File: src/eda_pkg.sv
// Operation
// RL1: 16-bit move addresses from data pointer
// RL2: 8-bit move uses page plus index
// RL3: page register resets zero, selects 256-byte page
// RL4: port group bit picks lower/upper pins
// RL5: software sets crossbar skip on lower group
// RL6: pins claimed only during off-chip move
// RL7: input pins have drivers disabled
// RL8: pin output mode left to port logic
// RL9: software parks pins push-pull at one
// RL10: mux bit zero multiplexed, one separate
// RL11: mode 00 all on-chip, aliased
// RL12: mode 01 splits, upper byte from latches
// RL13: mode 01 software sets off-chip page
// RL14: mode 10 splits, upper byte from page
// RL15: mode 11 all off-chip
// RL16: latch strobe high/low widths 1 to 4
// RL17: mux mode shares low address and data
// RL18: strobe high with low address first
// RL19: data owns shared pins during strobe
// RL20: config bits 7:6 read zero
// RL21: software configures in documented order
// RL22: on-chip addresses wrap on 4k
// RL23: 8-bit no-bank moves leave upper undriven
// RL24: off-chip move takes programmed plus four
// RL25: on-chip accesses leave pins untouched
package eda_pkg;
  // printed offsets are register indices; byte address is four times
  localparam logic [7:0]  IDX_PAGE  = 8'hA2;
  localparam logic [7:0]  IDX_CFG   = 8'hA3;
  localparam logic [7:0]  IDX_DATA_POINTER  = 8'hB0;
  localparam logic [7:0]  IDX_DPL   = 8'hB1;
  localparam logic [7:0]  IDX_DPH   = 8'hB2;
  localparam logic [7:0]  IDX_INDEX = 8'hB3;
  localparam logic [7:0]  IDX_TMG   = 8'hB4;
  localparam logic [7:0]  IDX_CMD   = 8'hB5;
  localparam logic [7:0]  IDX_STAT  = 8'hB6;
  localparam logic [7:0]  PAGE_RST  = 8'h00;
  localparam logic [5:0]  CFG_RST   = 6'h03;
  localparam logic [7:0]  TMG_RST   = 8'hFF;
  localparam int          CFG_PORT  = 5;
  localparam int          CFG_MUX   = 4;
  localparam int          CFG_MODE  = 2;
  localparam int          CFG_ALE   = 0;
  localparam int          TMG_SETUP = 6;
  localparam int          TMG_STRB  = 2;
  localparam int          TMG_HOLD  = 0;
  localparam int          CMD_DIR   = 0;
  localparam int          CMD_WIDE  = 1;
  localparam int          CMD_IDX   = 2;
  localparam int          CMD_WD    = 8;
  localparam logic [1:0]  MODE_INT  = 2'h0;
  localparam logic [1:0]  MODE_SPL  = 2'h1;
  localparam logic [1:0]  MODE_BNK  = 2'h2;
  localparam logic [1:0]  MODE_EXT  = 2'h3;
  localparam logic [15:0] ONCHIP_TOP = 16'h1000;
  localparam int          RAM_AW    = 12;
  localparam logic [5:0]  FIXED_CYC = 6'h04;
  localparam logic [3:0]  FIN_LD    = 4'h2;
  typedef struct packed {
    logic [7:0] ah;
    logic       ah_oe;
    logic [7:0] al;
    logic       al_oe;
    logic [7:0] d;
    logic       d_oe;
    logic       ale;
    logic       rd_n;
    logic       wr_n;
    logic       ctl_oe;
  } eda_pins_s;
  localparam eda_pins_s PINS_IDLE = '{8'h00, 1'b0, 8'h00, 1'b0, 8'h00,
                                      1'b0, 1'b0, 1'b1, 1'b1, 1'b0};
endpackage

File: src/eda_addr_res.sv
`timescale 1ns/1ps
module eda_addr_res (
  input  wire logic [1:0]  mode,
  input  wire logic        wide,
  input  wire logic [15:0] data_pointer,
  input  wire logic [7:0]  page,
  input  wire logic [7:0]  idx,
  output logic      [15:0] ea,
  output logic             offchip,
  output logic             drive_hi
);
  always_comb begin
    ea = wide ? data_pointer : {page, idx}; // RL1 RL2 RL3
    case (mode)
      eda_pkg::MODE_INT: offchip = 1'b0; // RL11
      eda_pkg::MODE_EXT: offchip = 1'b1; // RL15
      default:           offchip = (ea >= eda_pkg::ONCHIP_TOP); // RL12 RL14
    endcase
    // 16-bit moves and bank select drive the upper byte; 8-bit moves in other modes leave the latches
    drive_hi = wide | (mode == eda_pkg::MODE_BNK); // RL12 RL14 RL23
  end
endmodule

File: src/eda_tmr.sv
`timescale 1ns/1ps
module eda_tmr #(
  parameter int W = 4
) (
  input  wire logic         clk,
  input  wire logic         arst_n,
  input  wire logic         load,
  input  wire logic [W-1:0] val,
  output logic              zero
);
  logic [W-1:0] cnt_r;
  always_ff @(posedge clk or negedge arst_n) begin
    if (!arst_n) begin
      cnt_r <= '0;
    end else if (load) begin
      cnt_r <= val;
    end else if (cnt_r != '0) begin
      cnt_r <= cnt_r - 1'b1;
    end
  end
  assign zero = (cnt_r == '0);
endmodule

File: src/eda_ctrl.sv
`timescale 1ns/1ps
module eda_ctrl (
  input  wire logic              clk,
  input  wire logic              arst_n,
  input  wire logic              psel,
  input  wire logic              penable,
  input  wire logic              pwrite,
  input  wire logic [11:0]       paddr,
  input  wire logic [31:0]       pwdata,
  output logic      [31:0]       prdata,
  output logic                   pready,
  output logic                   pslverr,
  output logic                   ram_en,
  output logic                   ram_we,
  output logic [11:0]            ram_addr,
  output logic [7:0]             ram_wdata,
  input  wire logic [7:0]        ram_rdata,
  input  wire logic [7:0]        lo_data_i,
  input  wire logic [7:0]        hi_data_i,
  output eda_pkg::eda_pins_s     lo_pins,
  output eda_pkg::eda_pins_s     hi_pins
);
  typedef enum logic [3:0] {
    S_IDLE, S_RAM, S_RAMRD, S_START, S_ALEH, S_ALEL,
    S_SETUP, S_STRB, S_HOLD, S_FIN
  } eda_state_e;

  eda_state_e         state_r;
  eda_state_e         state_nxt;
  logic [7:0]         page_r;
  logic [5:0]         cfg_r;
  logic [15:0]        data_pointer_r;
  logic [7:0]         idx0_r;
  logic [7:0]         idx1_r;
  logic [7:0]         tmg_r;
  logic [31:0]        prdata_r;
  logic               pready_r;
  logic               pslverr_r;
  logic [7:0]         rdat_r;
  logic               last_off_r;
  logic [15:0]        ea_r;
  logic               drive_hi_r;
  logic               dir_r;
  logic [7:0]         wdat_r;
  logic               grp_r;
  logic               mux_r;
  logic [1:0]         alew_r;
  logic [1:0]         setup_r;
  logic [3:0]         strb_r;
  logic [1:0]         hold_r;
  logic               ram_en_r;
  logic               ram_we_r;
  logic [11:0]        ram_addr_r;
  logic [7:0]         ram_wdata_r;
  eda_pkg::eda_pins_s lo_pins_r;
  eda_pkg::eda_pins_s hi_pins_r;
  eda_pkg::eda_pins_s pins_c;
  logic [7:0]         lo_s1_r;
  logic [7:0]         lo_s2_r;
  logic [7:0]         hi_s1_r;
  logic [7:0]         hi_s2_r;
  logic [1:0]         samp_r;
  logic               acc;
  logic               wr;
  logic               hit;
  logic [31:0]        rd_val;
  logic [7:0]         idx_sel;
  logic               go;
  logic [15:0]        ea;
  logic               offchip;
  logic               drive_hi;
  logic               ld;
  logic [3:0]         ld_val;
  logic               zero;
  logic [7:0]         din;

  // registered answer: one wait state, so read data and pready are flops
  assign acc = psel & penable & ~pready_r;
  assign wr  = psel & penable & pready_r & pwrite;
  assign go  = wr & (paddr == {2'h0, eda_pkg::IDX_CMD, 2'h0})
             & (state_r == S_IDLE);

  always_comb begin
    hit    = 1'b1;
    rd_val = 32'h0000_0000;
    case (paddr)
      {2'h0, eda_pkg::IDX_PAGE, 2'h0}:  rd_val = {24'h0, page_r};
      {2'h0, eda_pkg::IDX_CFG, 2'h0}:   rd_val = {26'h0, cfg_r}; // RL20
      {2'h0, eda_pkg::IDX_DATA_POINTER, 2'h0}:  rd_val = {16'h0, data_pointer_r};
      {2'h0, eda_pkg::IDX_DPL, 2'h0}:   rd_val = {24'h0, data_pointer_r[7:0]};
      {2'h0, eda_pkg::IDX_DPH, 2'h0}:   rd_val = {24'h0, data_pointer_r[15:8]};
      {2'h0, eda_pkg::IDX_INDEX, 2'h0}: rd_val = {16'h0, idx1_r, idx0_r};
      {2'h0, eda_pkg::IDX_TMG, 2'h0}:   rd_val = {24'h0, tmg_r};
      {2'h0, eda_pkg::IDX_CMD, 2'h0}:   rd_val = 32'h0000_0000;
      {2'h0, eda_pkg::IDX_STAT, 2'h0}:
        rd_val = {16'h0, rdat_r, 6'h00, last_off_r, state_r != S_IDLE};
      default:                          hit = 1'b0;
    endcase
  end

  always_ff @(posedge clk or negedge arst_n) begin
    if (!arst_n) begin
      pready_r  <= 1'b0;
      prdata_r  <= 32'h0000_0000;
      pslverr_r <= 1'b0;
    end else begin
      pready_r  <= acc;
      prdata_r  <= (acc & ~pwrite) ? rd_val : 32'h0000_0000;
      pslverr_r <= acc & ~hit;
    end
  end

  // software registers; writes land at the edge that completes the access
  always_ff @(posedge clk or negedge arst_n) begin
    if (!arst_n) begin
      page_r <= eda_pkg::PAGE_RST; // RL3
      cfg_r  <= eda_pkg::CFG_RST;
      data_pointer_r <= 16'h0000;
      idx0_r <= 8'h00;
      idx1_r <= 8'h00;
      tmg_r  <= eda_pkg::TMG_RST;
    end else if (wr) begin
      case (paddr)
        {2'h0, eda_pkg::IDX_PAGE, 2'h0}:  page_r <= pwdata[7:0];
        {2'h0, eda_pkg::IDX_CFG, 2'h0}:   cfg_r <= pwdata[5:0]; // RL20
        {2'h0, eda_pkg::IDX_DATA_POINTER, 2'h0}:  data_pointer_r <= pwdata[15:0]; // RL1
        {2'h0, eda_pkg::IDX_DPL, 2'h0}:   data_pointer_r[7:0] <= pwdata[7:0];
        {2'h0, eda_pkg::IDX_DPH, 2'h0}:   data_pointer_r[15:8] <= pwdata[7:0];
        {2'h0, eda_pkg::IDX_INDEX, 2'h0}: begin
          idx0_r <= pwdata[7:0];
          idx1_r <= pwdata[15:8];
        end
        {2'h0, eda_pkg::IDX_TMG, 2'h0}:   tmg_r <= pwdata[7:0];
        default: ;
      endcase
    end
  end

  assign idx_sel = pwdata[eda_pkg::CMD_IDX] ? idx1_r : idx0_r; // RL2

  eda_addr_res u_res (
    .mode     (cfg_r[eda_pkg::CFG_MODE +: 2]),
    .wide     (pwdata[eda_pkg::CMD_WIDE]),
    .data_pointer     (data_pointer_r),
    .page     (page_r),
    .idx      (idx_sel),
    .ea       (ea),
    .offchip  (offchip),
    .drive_hi (drive_hi)
  );

  // freeze the move's settings so reconfiguration mid-move is harmless
  always_ff @(posedge clk or negedge arst_n) begin
    if (!arst_n) begin
      ea_r       <= 16'h0000;
      drive_hi_r <= 1'b0;
      dir_r      <= 1'b0;
      wdat_r     <= 8'h00;
      grp_r      <= 1'b0;
      mux_r      <= 1'b0;
      alew_r     <= 2'h0;
      setup_r    <= 2'h0;
      strb_r     <= 4'h0;
      hold_r     <= 2'h0;
      last_off_r <= 1'b0;
    end else if (go) begin
      ea_r       <= ea;
      drive_hi_r <= drive_hi; // RL23
      dir_r      <= pwdata[eda_pkg::CMD_DIR];
      wdat_r     <= pwdata[eda_pkg::CMD_WD +: 8];
      grp_r      <= cfg_r[eda_pkg::CFG_PORT]; // RL4
      mux_r      <= ~cfg_r[eda_pkg::CFG_MUX]; // RL10
      alew_r     <= cfg_r[eda_pkg::CFG_ALE +: 2]; // RL16
      setup_r    <= tmg_r[eda_pkg::TMG_SETUP +: 2];
      strb_r     <= tmg_r[eda_pkg::TMG_STRB +: 4];
      hold_r     <= tmg_r[eda_pkg::TMG_HOLD +: 2];
      last_off_r <= offchip;
    end
  end

  eda_tmr #(.W(4)) u_tmr (
    .clk    (clk),
    .arst_n (arst_n),
    .load   (ld),
    .val    (ld_val),
    .zero   (zero)
  );

  always_comb begin
    state_nxt = state_r;
    ld        = 1'b0;
    ld_val    = 4'h0;
    case (state_r)
      S_IDLE: begin
        if (go) begin
          state_nxt = offchip ? S_START : S_RAM; // RL11 RL25
        end
      end
      S_RAM:   state_nxt = S_RAMRD;
      S_RAMRD: state_nxt = S_IDLE;
      S_START, S_ALEL: begin
        if (state_r == S_START && mux_r) begin
          state_nxt = S_ALEH; // RL18
          ld        = 1'b1;
          ld_val    = {2'h0, alew_r}; // RL16
        end else if (zero || state_r == S_START) begin
          ld = 1'b1;
          if (setup_r != 2'h0) begin
            state_nxt = S_SETUP;
            ld_val    = {2'h0, setup_r - 2'h1};
          end else begin
            state_nxt = S_STRB;
            ld_val    = strb_r;
          end
        end
      end
      S_ALEH: begin
        if (zero) begin
          state_nxt = S_ALEL; // RL18
          ld        = 1'b1;
          ld_val    = {2'h0, alew_r}; // RL16
        end
      end
      S_SETUP: begin
        if (zero) begin
          state_nxt = S_STRB;
          ld        = 1'b1;
          ld_val    = strb_r;
        end
      end
      S_STRB: begin
        if (zero) begin
          ld = 1'b1;
          if (hold_r != 2'h0) begin
            state_nxt = S_HOLD;
            ld_val    = {2'h0, hold_r - 2'h1};
          end else begin
            state_nxt = S_FIN;
            ld_val    = eda_pkg::FIN_LD; // RL24
          end
        end
      end
      S_HOLD: begin
        if (zero) begin
          state_nxt = S_FIN;
          ld        = 1'b1;
          ld_val    = eda_pkg::FIN_LD; // RL24
        end
      end
      S_FIN: begin
        if (zero) begin
          state_nxt = S_IDLE;
        end
      end
      default: state_nxt = S_IDLE;
    endcase
  end

  always_ff @(posedge clk or negedge arst_n) begin
    if (!arst_n) begin
      state_r <= S_IDLE;
    end else begin
      state_r <= state_nxt;
    end
  end

  // pin image of the current state; only output enables and levels,
  // push-pull or open-drain stays with the port output mode logic (RL8)
  always_comb begin
    pins_c = eda_pkg::PINS_IDLE;
    if (state_r >= S_START) begin
      pins_c.ctl_oe = 1'b1; // RL6
      pins_c.ah     = ea_r[15:8];
      pins_c.ah_oe  = drive_hi_r; // RL12 RL14 RL23
      if (!mux_r) begin
        pins_c.al    = ea_r[7:0];
        pins_c.al_oe = 1'b1;
      end else if (state_r <= S_ALEL) begin
        pins_c.d    = ea_r[7:0]; // RL17
        pins_c.d_oe = 1'b1;
      end
      if (dir_r && state_r >= S_SETUP && state_r <= S_HOLD) begin
        pins_c.d    = wdat_r; // RL19
        pins_c.d_oe = 1'b1;
      end
      pins_c.ale  = (state_r == S_ALEH); // RL17 RL18
      pins_c.rd_n = ~(state_r == S_STRB && !dir_r); // RL7
      pins_c.wr_n = ~(state_r == S_STRB && dir_r);
    end
  end

  always_ff @(posedge clk or negedge arst_n) begin
    if (!arst_n) begin
      lo_pins_r <= eda_pkg::PINS_IDLE;
      hi_pins_r <= eda_pkg::PINS_IDLE;
    end else begin
      lo_pins_r <= grp_r ? eda_pkg::PINS_IDLE : pins_c; // RL4 RL6
      hi_pins_r <= grp_r ? pins_c : eda_pkg::PINS_IDLE;
    end
  end

  always_ff @(posedge clk or negedge arst_n) begin
    if (!arst_n) begin
      lo_s1_r <= 8'h00;
      lo_s2_r <= 8'h00;
      hi_s1_r <= 8'h00;
      hi_s2_r <= 8'h00;
    end else begin
      lo_s1_r <= lo_data_i;
      lo_s2_r <= lo_s1_r;
      hi_s1_r <= hi_data_i;
      hi_s2_r <= hi_s1_r;
    end
  end

  assign din = grp_r ? hi_s2_r : lo_s2_r;

  // read data sampled two cycles after the last strobe state, which covers
  // the synchroniser lag only; the pin register adds one cycle more
  always_ff @(posedge clk or negedge arst_n) begin
    if (!arst_n) begin
      samp_r <= 2'h0;
      rdat_r <= 8'h00;
    end else begin
      samp_r <= {samp_r[0], state_r == S_STRB && zero && !dir_r};
      if (samp_r[1]) begin
        rdat_r <= din;
      end else if (state_r == S_RAMRD && !dir_r) begin
        rdat_r <= ram_rdata;
      end
    end
  end

  always_ff @(posedge clk or negedge arst_n) begin
    if (!arst_n) begin
      ram_en_r    <= 1'b0;
      ram_we_r    <= 1'b0;
      ram_addr_r  <= 12'h000;
      ram_wdata_r <= 8'h00;
    end else begin
      ram_en_r    <= go & ~offchip; // RL25
      ram_we_r    <= go & ~offchip & pwdata[eda_pkg::CMD_DIR];
      ram_addr_r  <= ea[eda_pkg::RAM_AW-1:0]; // RL22
      ram_wdata_r <= pwdata[eda_pkg::CMD_WD +: 8];
    end
  end

  assign prdata    = prdata_r;
  assign pready    = pready_r;
  assign pslverr   = pslverr_r;
  assign ram_en    = ram_en_r;
  assign ram_we    = ram_we_r;
  assign ram_addr  = ram_addr_r;
  assign ram_wdata = ram_wdata_r;
  assign lo_pins   = lo_pins_r;
  assign hi_pins   = hi_pins_r;

  // checking helpers
  logic [5:0] mv_cnt_r;
  logic [5:0] mv_exp;
  logic [2:0] ale_cnt_r;
  always_ff @(posedge clk or negedge arst_n) begin
    if (!arst_n) begin
      mv_cnt_r  <= 6'h00;
      ale_cnt_r <= 3'h0;
    end else begin
      mv_cnt_r  <= (state_r >= S_START) ? mv_cnt_r + 6'h01 : 6'h00;
      ale_cnt_r <= pins_c.ale ? ale_cnt_r + 3'h1 : 3'h0;
    end
  end
  assign mv_exp = eda_pkg::FIXED_CYC + {4'h0, setup_r} + {2'h0, strb_r}
                + 6'h01 + {4'h0, hold_r}
                + (mux_r ? {3'h0, alew_r, 1'b0} + 6'h02 : 6'h00);

  property p_move_len;
    @(posedge clk) disable iff (!arst_n)
      (state_r == S_FIN && zero) |-> (mv_cnt_r + 6'h01 == mv_exp);
  endproperty
  a_move_len: assert property (p_move_len) // RL24
    else $error("off-chip move length wrong");

  property p_ale_width;
    @(posedge clk) disable iff (!arst_n)
      $fell(pins_c.ale) |-> (ale_cnt_r == {1'b0, alew_r} + 3'h1);
  endproperty
  a_ale_width: assert property (p_ale_width) // RL16
    else $error("latch strobe high width wrong");

  property p_claim_only_move;
    @(posedge clk) disable iff (!arst_n)
      (lo_pins.ctl_oe | hi_pins.ctl_oe) |-> $past(state_r >= S_START);
  endproperty
  a_claim_only_move: assert property (p_claim_only_move) // RL6
    else $error("pins claimed outside off-chip move");

  property p_onchip_quiet;
    @(posedge clk) disable iff (!arst_n)
      (state_r == S_RAM) |=> !(lo_pins.ctl_oe | hi_pins.ctl_oe)
                             ##1 !(lo_pins.ctl_oe | hi_pins.ctl_oe);
  endproperty
  a_onchip_quiet: assert property (p_onchip_quiet) // RL25
    else $error("on-chip access touched pins");

  property p_read_no_drive;
    @(posedge clk) disable iff (!arst_n)
      (!lo_pins.rd_n && lo_pins.ctl_oe) |-> !lo_pins.d_oe;
  endproperty
  a_read_no_drive: assert property (p_read_no_drive) // RL7
    else $error("data driven during read");

  property p_mode_int;
    @(posedge clk) disable iff (!arst_n)
      (go && cfg_r[eda_pkg::CFG_MODE +: 2] == eda_pkg::MODE_INT)
        |=> state_r == S_RAM ##1 state_r == S_RAMRD;
  endproperty
  a_mode_int: assert property (p_mode_int) // RL11
    else $error("internal mode went off-chip");

  property p_mode_ext;
    @(posedge clk) disable iff (!arst_n)
      (go && cfg_r[eda_pkg::CFG_MODE +: 2] == eda_pkg::MODE_EXT)
        |=> state_r == S_START;
  endproperty
  a_mode_ext: assert property (p_mode_ext) // RL15
    else $error("external mode stayed on-chip");

  property p_ram_wrap;
    @(posedge clk) disable iff (!arst_n)
      ram_en |-> ram_addr == ea_r[11:0];
  endproperty
  a_ram_wrap: assert property (p_ram_wrap) // RL22
    else $error("on-chip address not wrapped");

  property p_mux_phase;
    @(posedge clk) disable iff (!arst_n)
      (lo_pins.ale && lo_pins.ctl_oe) |-> lo_pins.d_oe
        && lo_pins.d == ea_r[7:0] && lo_pins.rd_n && lo_pins.wr_n;
  endproperty
  a_mux_phase: assert property (p_mux_phase) // RL18
    else $error("address phase wrong");
endmodule

File: config.mk
export PLATFORM = sky130hd
export DESIGN_NAME = eda_ctrl
export DESIGN_NICKNAME = d
export VERILOG_FILES = /design/src/eda_pkg.sv /design/src/eda_addr_res.sv /design/src/eda_tmr.sv /design/src/eda_ctrl.sv
export SDC_FILE = /design/constraint.sdc
export NUM_CORES = 1
export LEC_CHECK = 0
export BUFFER_PORTS_ARGS = -buffer_cell sky130_fd_sc_hd__buf_2
export CAP_MARGIN = 40
export CORE_UTILIZATION = 50
export CTS_BUF_LIST = sky130_fd_sc_hd__clkbuf_4
export DETAILED_ROUTE_END_ITERATION = 10
export PLACE_DENSITY = 0.81
export SLEW_MARGIN = 15
export SYNTH_ARGS = -nofsm -noshare
export SYNTH_HDL_FRONTEND = slang
export SYNTH_SLANG_ARGS = --single-unit
File: constraint.sdc
create_clock -name clk -period 2.1 [get_ports clk]
set_input_delay 0.105 -clock clk [delete_from_list [all_inputs] [get_ports clk]]
set_output_delay 0.105 -clock clk [all_outputs]
set_load 0.02 [all_outputs]
==> PnR_summary.wiki <==
{| class="wikitable"
! Metric !! Value
|-
| Routed wire length per instance || 18.53 um
|-
| Min Hold Slack || 0.05974 ns
|-
| Post-synth top flop || sky130_fd_sc_hd__dfrtp_1
|-
| Final count of pins violating max slew || 0
|-
| Share of flip-flops with an asynchronous set or reset || 100.0%
|-
| Data arrival time at the worst-slack endpoint || 2.56 ns
|-
| Net Sw Power || 3.010 mW
|-
| Global-route wire length before repair || 40.19 mm
|-
| Aggregate negative setup slack || 0 ns
|-
| Drt initial violations || 494
|-
| Area added between synthesis and finish || 26.24%
|-
| Mapped Area || 10,050 um^2
|-
| Number of setup violations in the final report || 0
|-
| Count of different cell masters after synthesis || 59
|-
| Starting Density || 51.31%
|-
| Worst path buffer plus inverter count || 1
|-
| IR drop worst, VDD || 514.0 uV
|-
| Fin crit period || 1.983 ns
|-
| Setup repair after global routing missed its margin || no
|-
| DRC || 0
|-
| Worst setup path category || reg2reg
|-
| Kind of end point of the critical path || flop
|-
| Die height || 143.8 um
|-
| Final count of hold timing violations || 0
|-
| Count of flip-flops with a built-in enable after synthesis || 0
|-
| Number of instances in the synthesized netlist || 806
|-
| Area of the die || 20,670 um^2
|-
| Clock network latency to the later pin of the worst-skew pair || 0.71 ns
|-
| Part of the total power dissipated in the clock network || 36.3%
|-
| GP Congestion || 0.8899
|-
| Portion of the post-synthesis area used by sequential elements || 61.17%
|-
| Leakage || 6.472 nW
|-
| Total half-perimeter wirelength after legalization and detailed placement || 16.99 mm
|-
| Relative max-transition margin || 59.77%
|-
| Inserted Clock Buffers || 59
|-
| CP Max Fanout || 23
|-
| Ratio of cells with drive above 1 in the final layout || 36.37%
|-
| I/O pins || 191
|-
| Overall overflow remaining after global route || 0
|-
| Internal power summed over all cells || 7.485 mW
|-
| Post-synthesis sequential element count || 245
|-
| Horiz. Die Dim || 143.8 um
|-
| GRT Util Overall || 25.89%
|-
| Power per standard cell area || 827.1 nW/um^2
|-
| Most common library cell in the layout ignoring fill and taps || sky130_fd_sc_hd__dfrtp_1
|-
| Depth of the CTS H-tree || 2
|-
| Placeable core region || 19,590 um^2
|-
| Portion of the clock cycle consumed by the worst path in the final layout || 94.43%
|-
| Top library cells by usage in the layout, fill and taps aside || sky130_fd_sc_hd__dfrtp_1, sky130_fd_sc_hd__buf_2, sky130_fd_sc_hd__clkbuf_4
|-
| Slowest cell delay on critical path || 0.49 ns
|-
| Sequential share of power || 48.4%
|-
| Status || completed
|-
| Number of global-route vias before repair || 7,447
|-
| Highest attainable clock frequency || 0.5043 GHz
|-
| Detailed-routing iteration count for the pre-antenna-repair pass || 5
|-
| Clock Tree Root || sky130_fd_sc_hd__clkbuf_4
|-
| Critical-path top delay cell || sky130_fd_sc_hd__or4_4
|-
| Hold Path Class || in2reg
|-
| Average cell area after synthesis || 12.47 um^2
|-
| Critical path cell sequence || nand4_1, or3_1, or4_4, buf_12, mux2_4
|-
| Port bufs || 158
|-
| Switching Fraction || 28.68%
|-
| Layout Nets || 1,158
|-
| Largest delay contributor family on the critical path || simple AND/OR/NAND/NOR gates
|-
| Clock Skew || 0.04280 ns
|-
| Gate power share || 15.3%
|-
| Antenna violations before repair || 0
|-
| Max-cap viol count || 0
|-
| Detail-routed via count per cell || 5.279
|-
| Maximum number of pins on one net before global-route repair || 49
|-
| Total length of routed wires || 25.85 mm
|-
| Number of clock sinks || 245
|-
| Type of origin of the critical path || flop
|-
| Ys Warns || 0
|-
| CTS clock-pin slew for the worst setup and hold paths || 0.07 ns
|-
| Data required time of the critical path || 2.67 ns
|-
| Number of buffers on the longest clock path || 3
|-
| Antenna fix cells || 0
|-
| Actual transition at the worst max-transition pin || 0.6034 ns
|-
| Post-route ant nets || 0
|-
| Floorplan row count || 51
|-
| Via Count || 7,364
|-
| CTS tree || yes
|}
## layer usage
layer  wire, um  vias up  global-route usage, %
li1           -     3382                      -
met1      11160     3596                  34.22
met2      12260      342                  42.64
met3       1929       44                  5.698
met4        503        0                  7.951
met5          0        -                      0
## timing repair
item	4_1_cts	5_1_grt
hold buffers	51	0
endpoints found under the hold margin	342	0
setup endpoints to repair	0	32
buffers inserted	0	0
resized for setup	0	2
## cells by family (layout without fill, tap and decap cells)
| logic type | count (synthesis) | count (layout) | synth area share [%] |
|---|---|---|---|
| muxes | 123 | 123 | 14.42 |
| adders and majority gates | 5 | 5 | 0.6224 |
| buffers and inverters | 73 | 382 | 3.660 |
| other | 1 | 16 | 0.03731 |
| AOI/OAI and AO/OA | 125 | 125 | 7.918 |
| and+or+nand+nor | 231 | 231 | 11.91 |
| xor gates and xnor gates | 3 | 3 | 0.2615 |
| DFF | 245 | 245 | 61.17 |
## worst register-to-register path: stages, from the launching register on
cell	delay, ns
sky130_fd_sc_hd__dfrtp_1	0.34
sky130_fd_sc_hd__nand4_1	0.14
sky130_fd_sc_hd__or3_1	0.36
sky130_fd_sc_hd__or4_4	0.49
sky130_fd_sc_hd__buf_12	0.21
sky130_fd_sc_hd__mux2_4	0.34
## cells in the mapped netlist (all sizes together), types with 3 or more instances
master | n | share of area, %
and3 | 13 | 0.81
mux2 | 83 | 10
nor3 | 10 | 0.60
clkbuf | 32 | 1.2
nand2b | 8 | 0.50
nand3 | 7 | 0.35
dfrtp | 231 | 58
o21ai | 45 | 2.2
a211oi | 5 | 0.37
a32oi | 3 | 0.26
nand3b | 3 | 0.22
a21oi | 22 | 1.1
a22oi | 19 | 1.4
mux2i | 39 | 3.9
a31oi | 3 | 0.19
nor4 | 6 | 0.50
o211ai | 3 | 0.22
dfstp | 14 | 3.7
xnor2 | 3 | 0.26
a22o | 9 | 0.78
nor3b | 3 | 0.22
buf | 29 | 2.0
nand2 | 56 | 2.1
nor2b | 7 | 0.44
inv | 12 | 0.45
a221oi | 4 | 0.35
nor2 | 65 | 2.4
and2 | 30 | 1.9
or2 | 3 | 0.21
nand4 | 5 | 0.31
ha | 5 | 0.62
o32ai | 3 | 0.26
## worst paths after layout
check | start | endpoint | slack, ns | depth (start not counted)
worst max-delay path | pready$_DFF_PN0_ | wdat_r[4]$_DFFE_PN0N_ | 0.12 | 5
worst min-delay path | lo_data_i[2] | lo_s1_r[2]$_DFF_PN0_ | 0.06 | 2
worst max register to register | pready$_DFF_PN0_ | wdat_r[4]$_DFFE_PN0N_ | 0.12 | 5
worst min register to register | samp_r[0]$_DFF_PN0_ | samp_r[1]$_DFF_PN0_ | 0.35 | 0
max in group asynchronous | arst_n | hi_pins[2]$_DFF_PN1_ | 1.08 | 4
min in group asynchronous | arst_n | hold_r[0]$_DFFE_PN0N_ | 0.44 | 3
## power groups by stage
stage                     Sequential [mW]  Combinational [mW]  Clock, mW
after global routing                 5.09                1.78       4.15
final                                5.08                1.61       3.81
after CTS                            5.07                1.59       3.86
after detailed placement             5.16                1.50          0
after global placement               5.15                1.48          0
after floorplan                      5.19               0.906          0
## flip-flops by register name, indices dropped and copies added, names as in the netlist, 6 cells and up
| name | cells |
|---|---|
| idx0_r | 8 |
| tmg_r | 8 |
| lo_s2_r | 8 |
| hi_s2_r | 8 |
| ram_addr | 12 |
| idx1_r | 8 |
| ea_r | 16 |
| prdata | 16 |
| hi_pins | 31 |
| ram_wdata | 8 |
| rdat_r | 8 |
| hi_s1_r | 8 |
| data_pointer_r | 16 |
| lo_pins | 31 |
| wdat_r | 8 |
| cfg_r | 6 |
| lo_s1_r | 8 |
| page_r | 8 |
## stage by stage
step / area, um^2 / cells / total power, mW / util, % / setup WS, ns
CTS: 12660 / 1394 / 10.52 / 64.60 / 0.01409
global placement: 11370 / 1232 / 6.626 / 58.06 / 0.0008624
detailed placement: 11370 / 1232 / 6.666 / 58.06 / -0.02031
floorplan: 10110 / 821 / 6.092 / - / 0.05709
finish: 12690 / 1395 / 10.49 / 64.77 / 0.1171
global route: 12690 / 1395 / 11.02 / 64.77 / 0.01625
## area by class of cell
type / count / area, um^2
multi-input cells: 503 / 3600
flip-flops and latches: 245 / 6148
clock buffers: 85 / 638.1
well taps: 265 / 331.6
fillers: 1485 / 6902
clock inverters: 26 / 116.4
repair buffers: 259 / 1809
inverters: 12 / 45.04
Note: power is estimated with default switching activity, not from simulation.
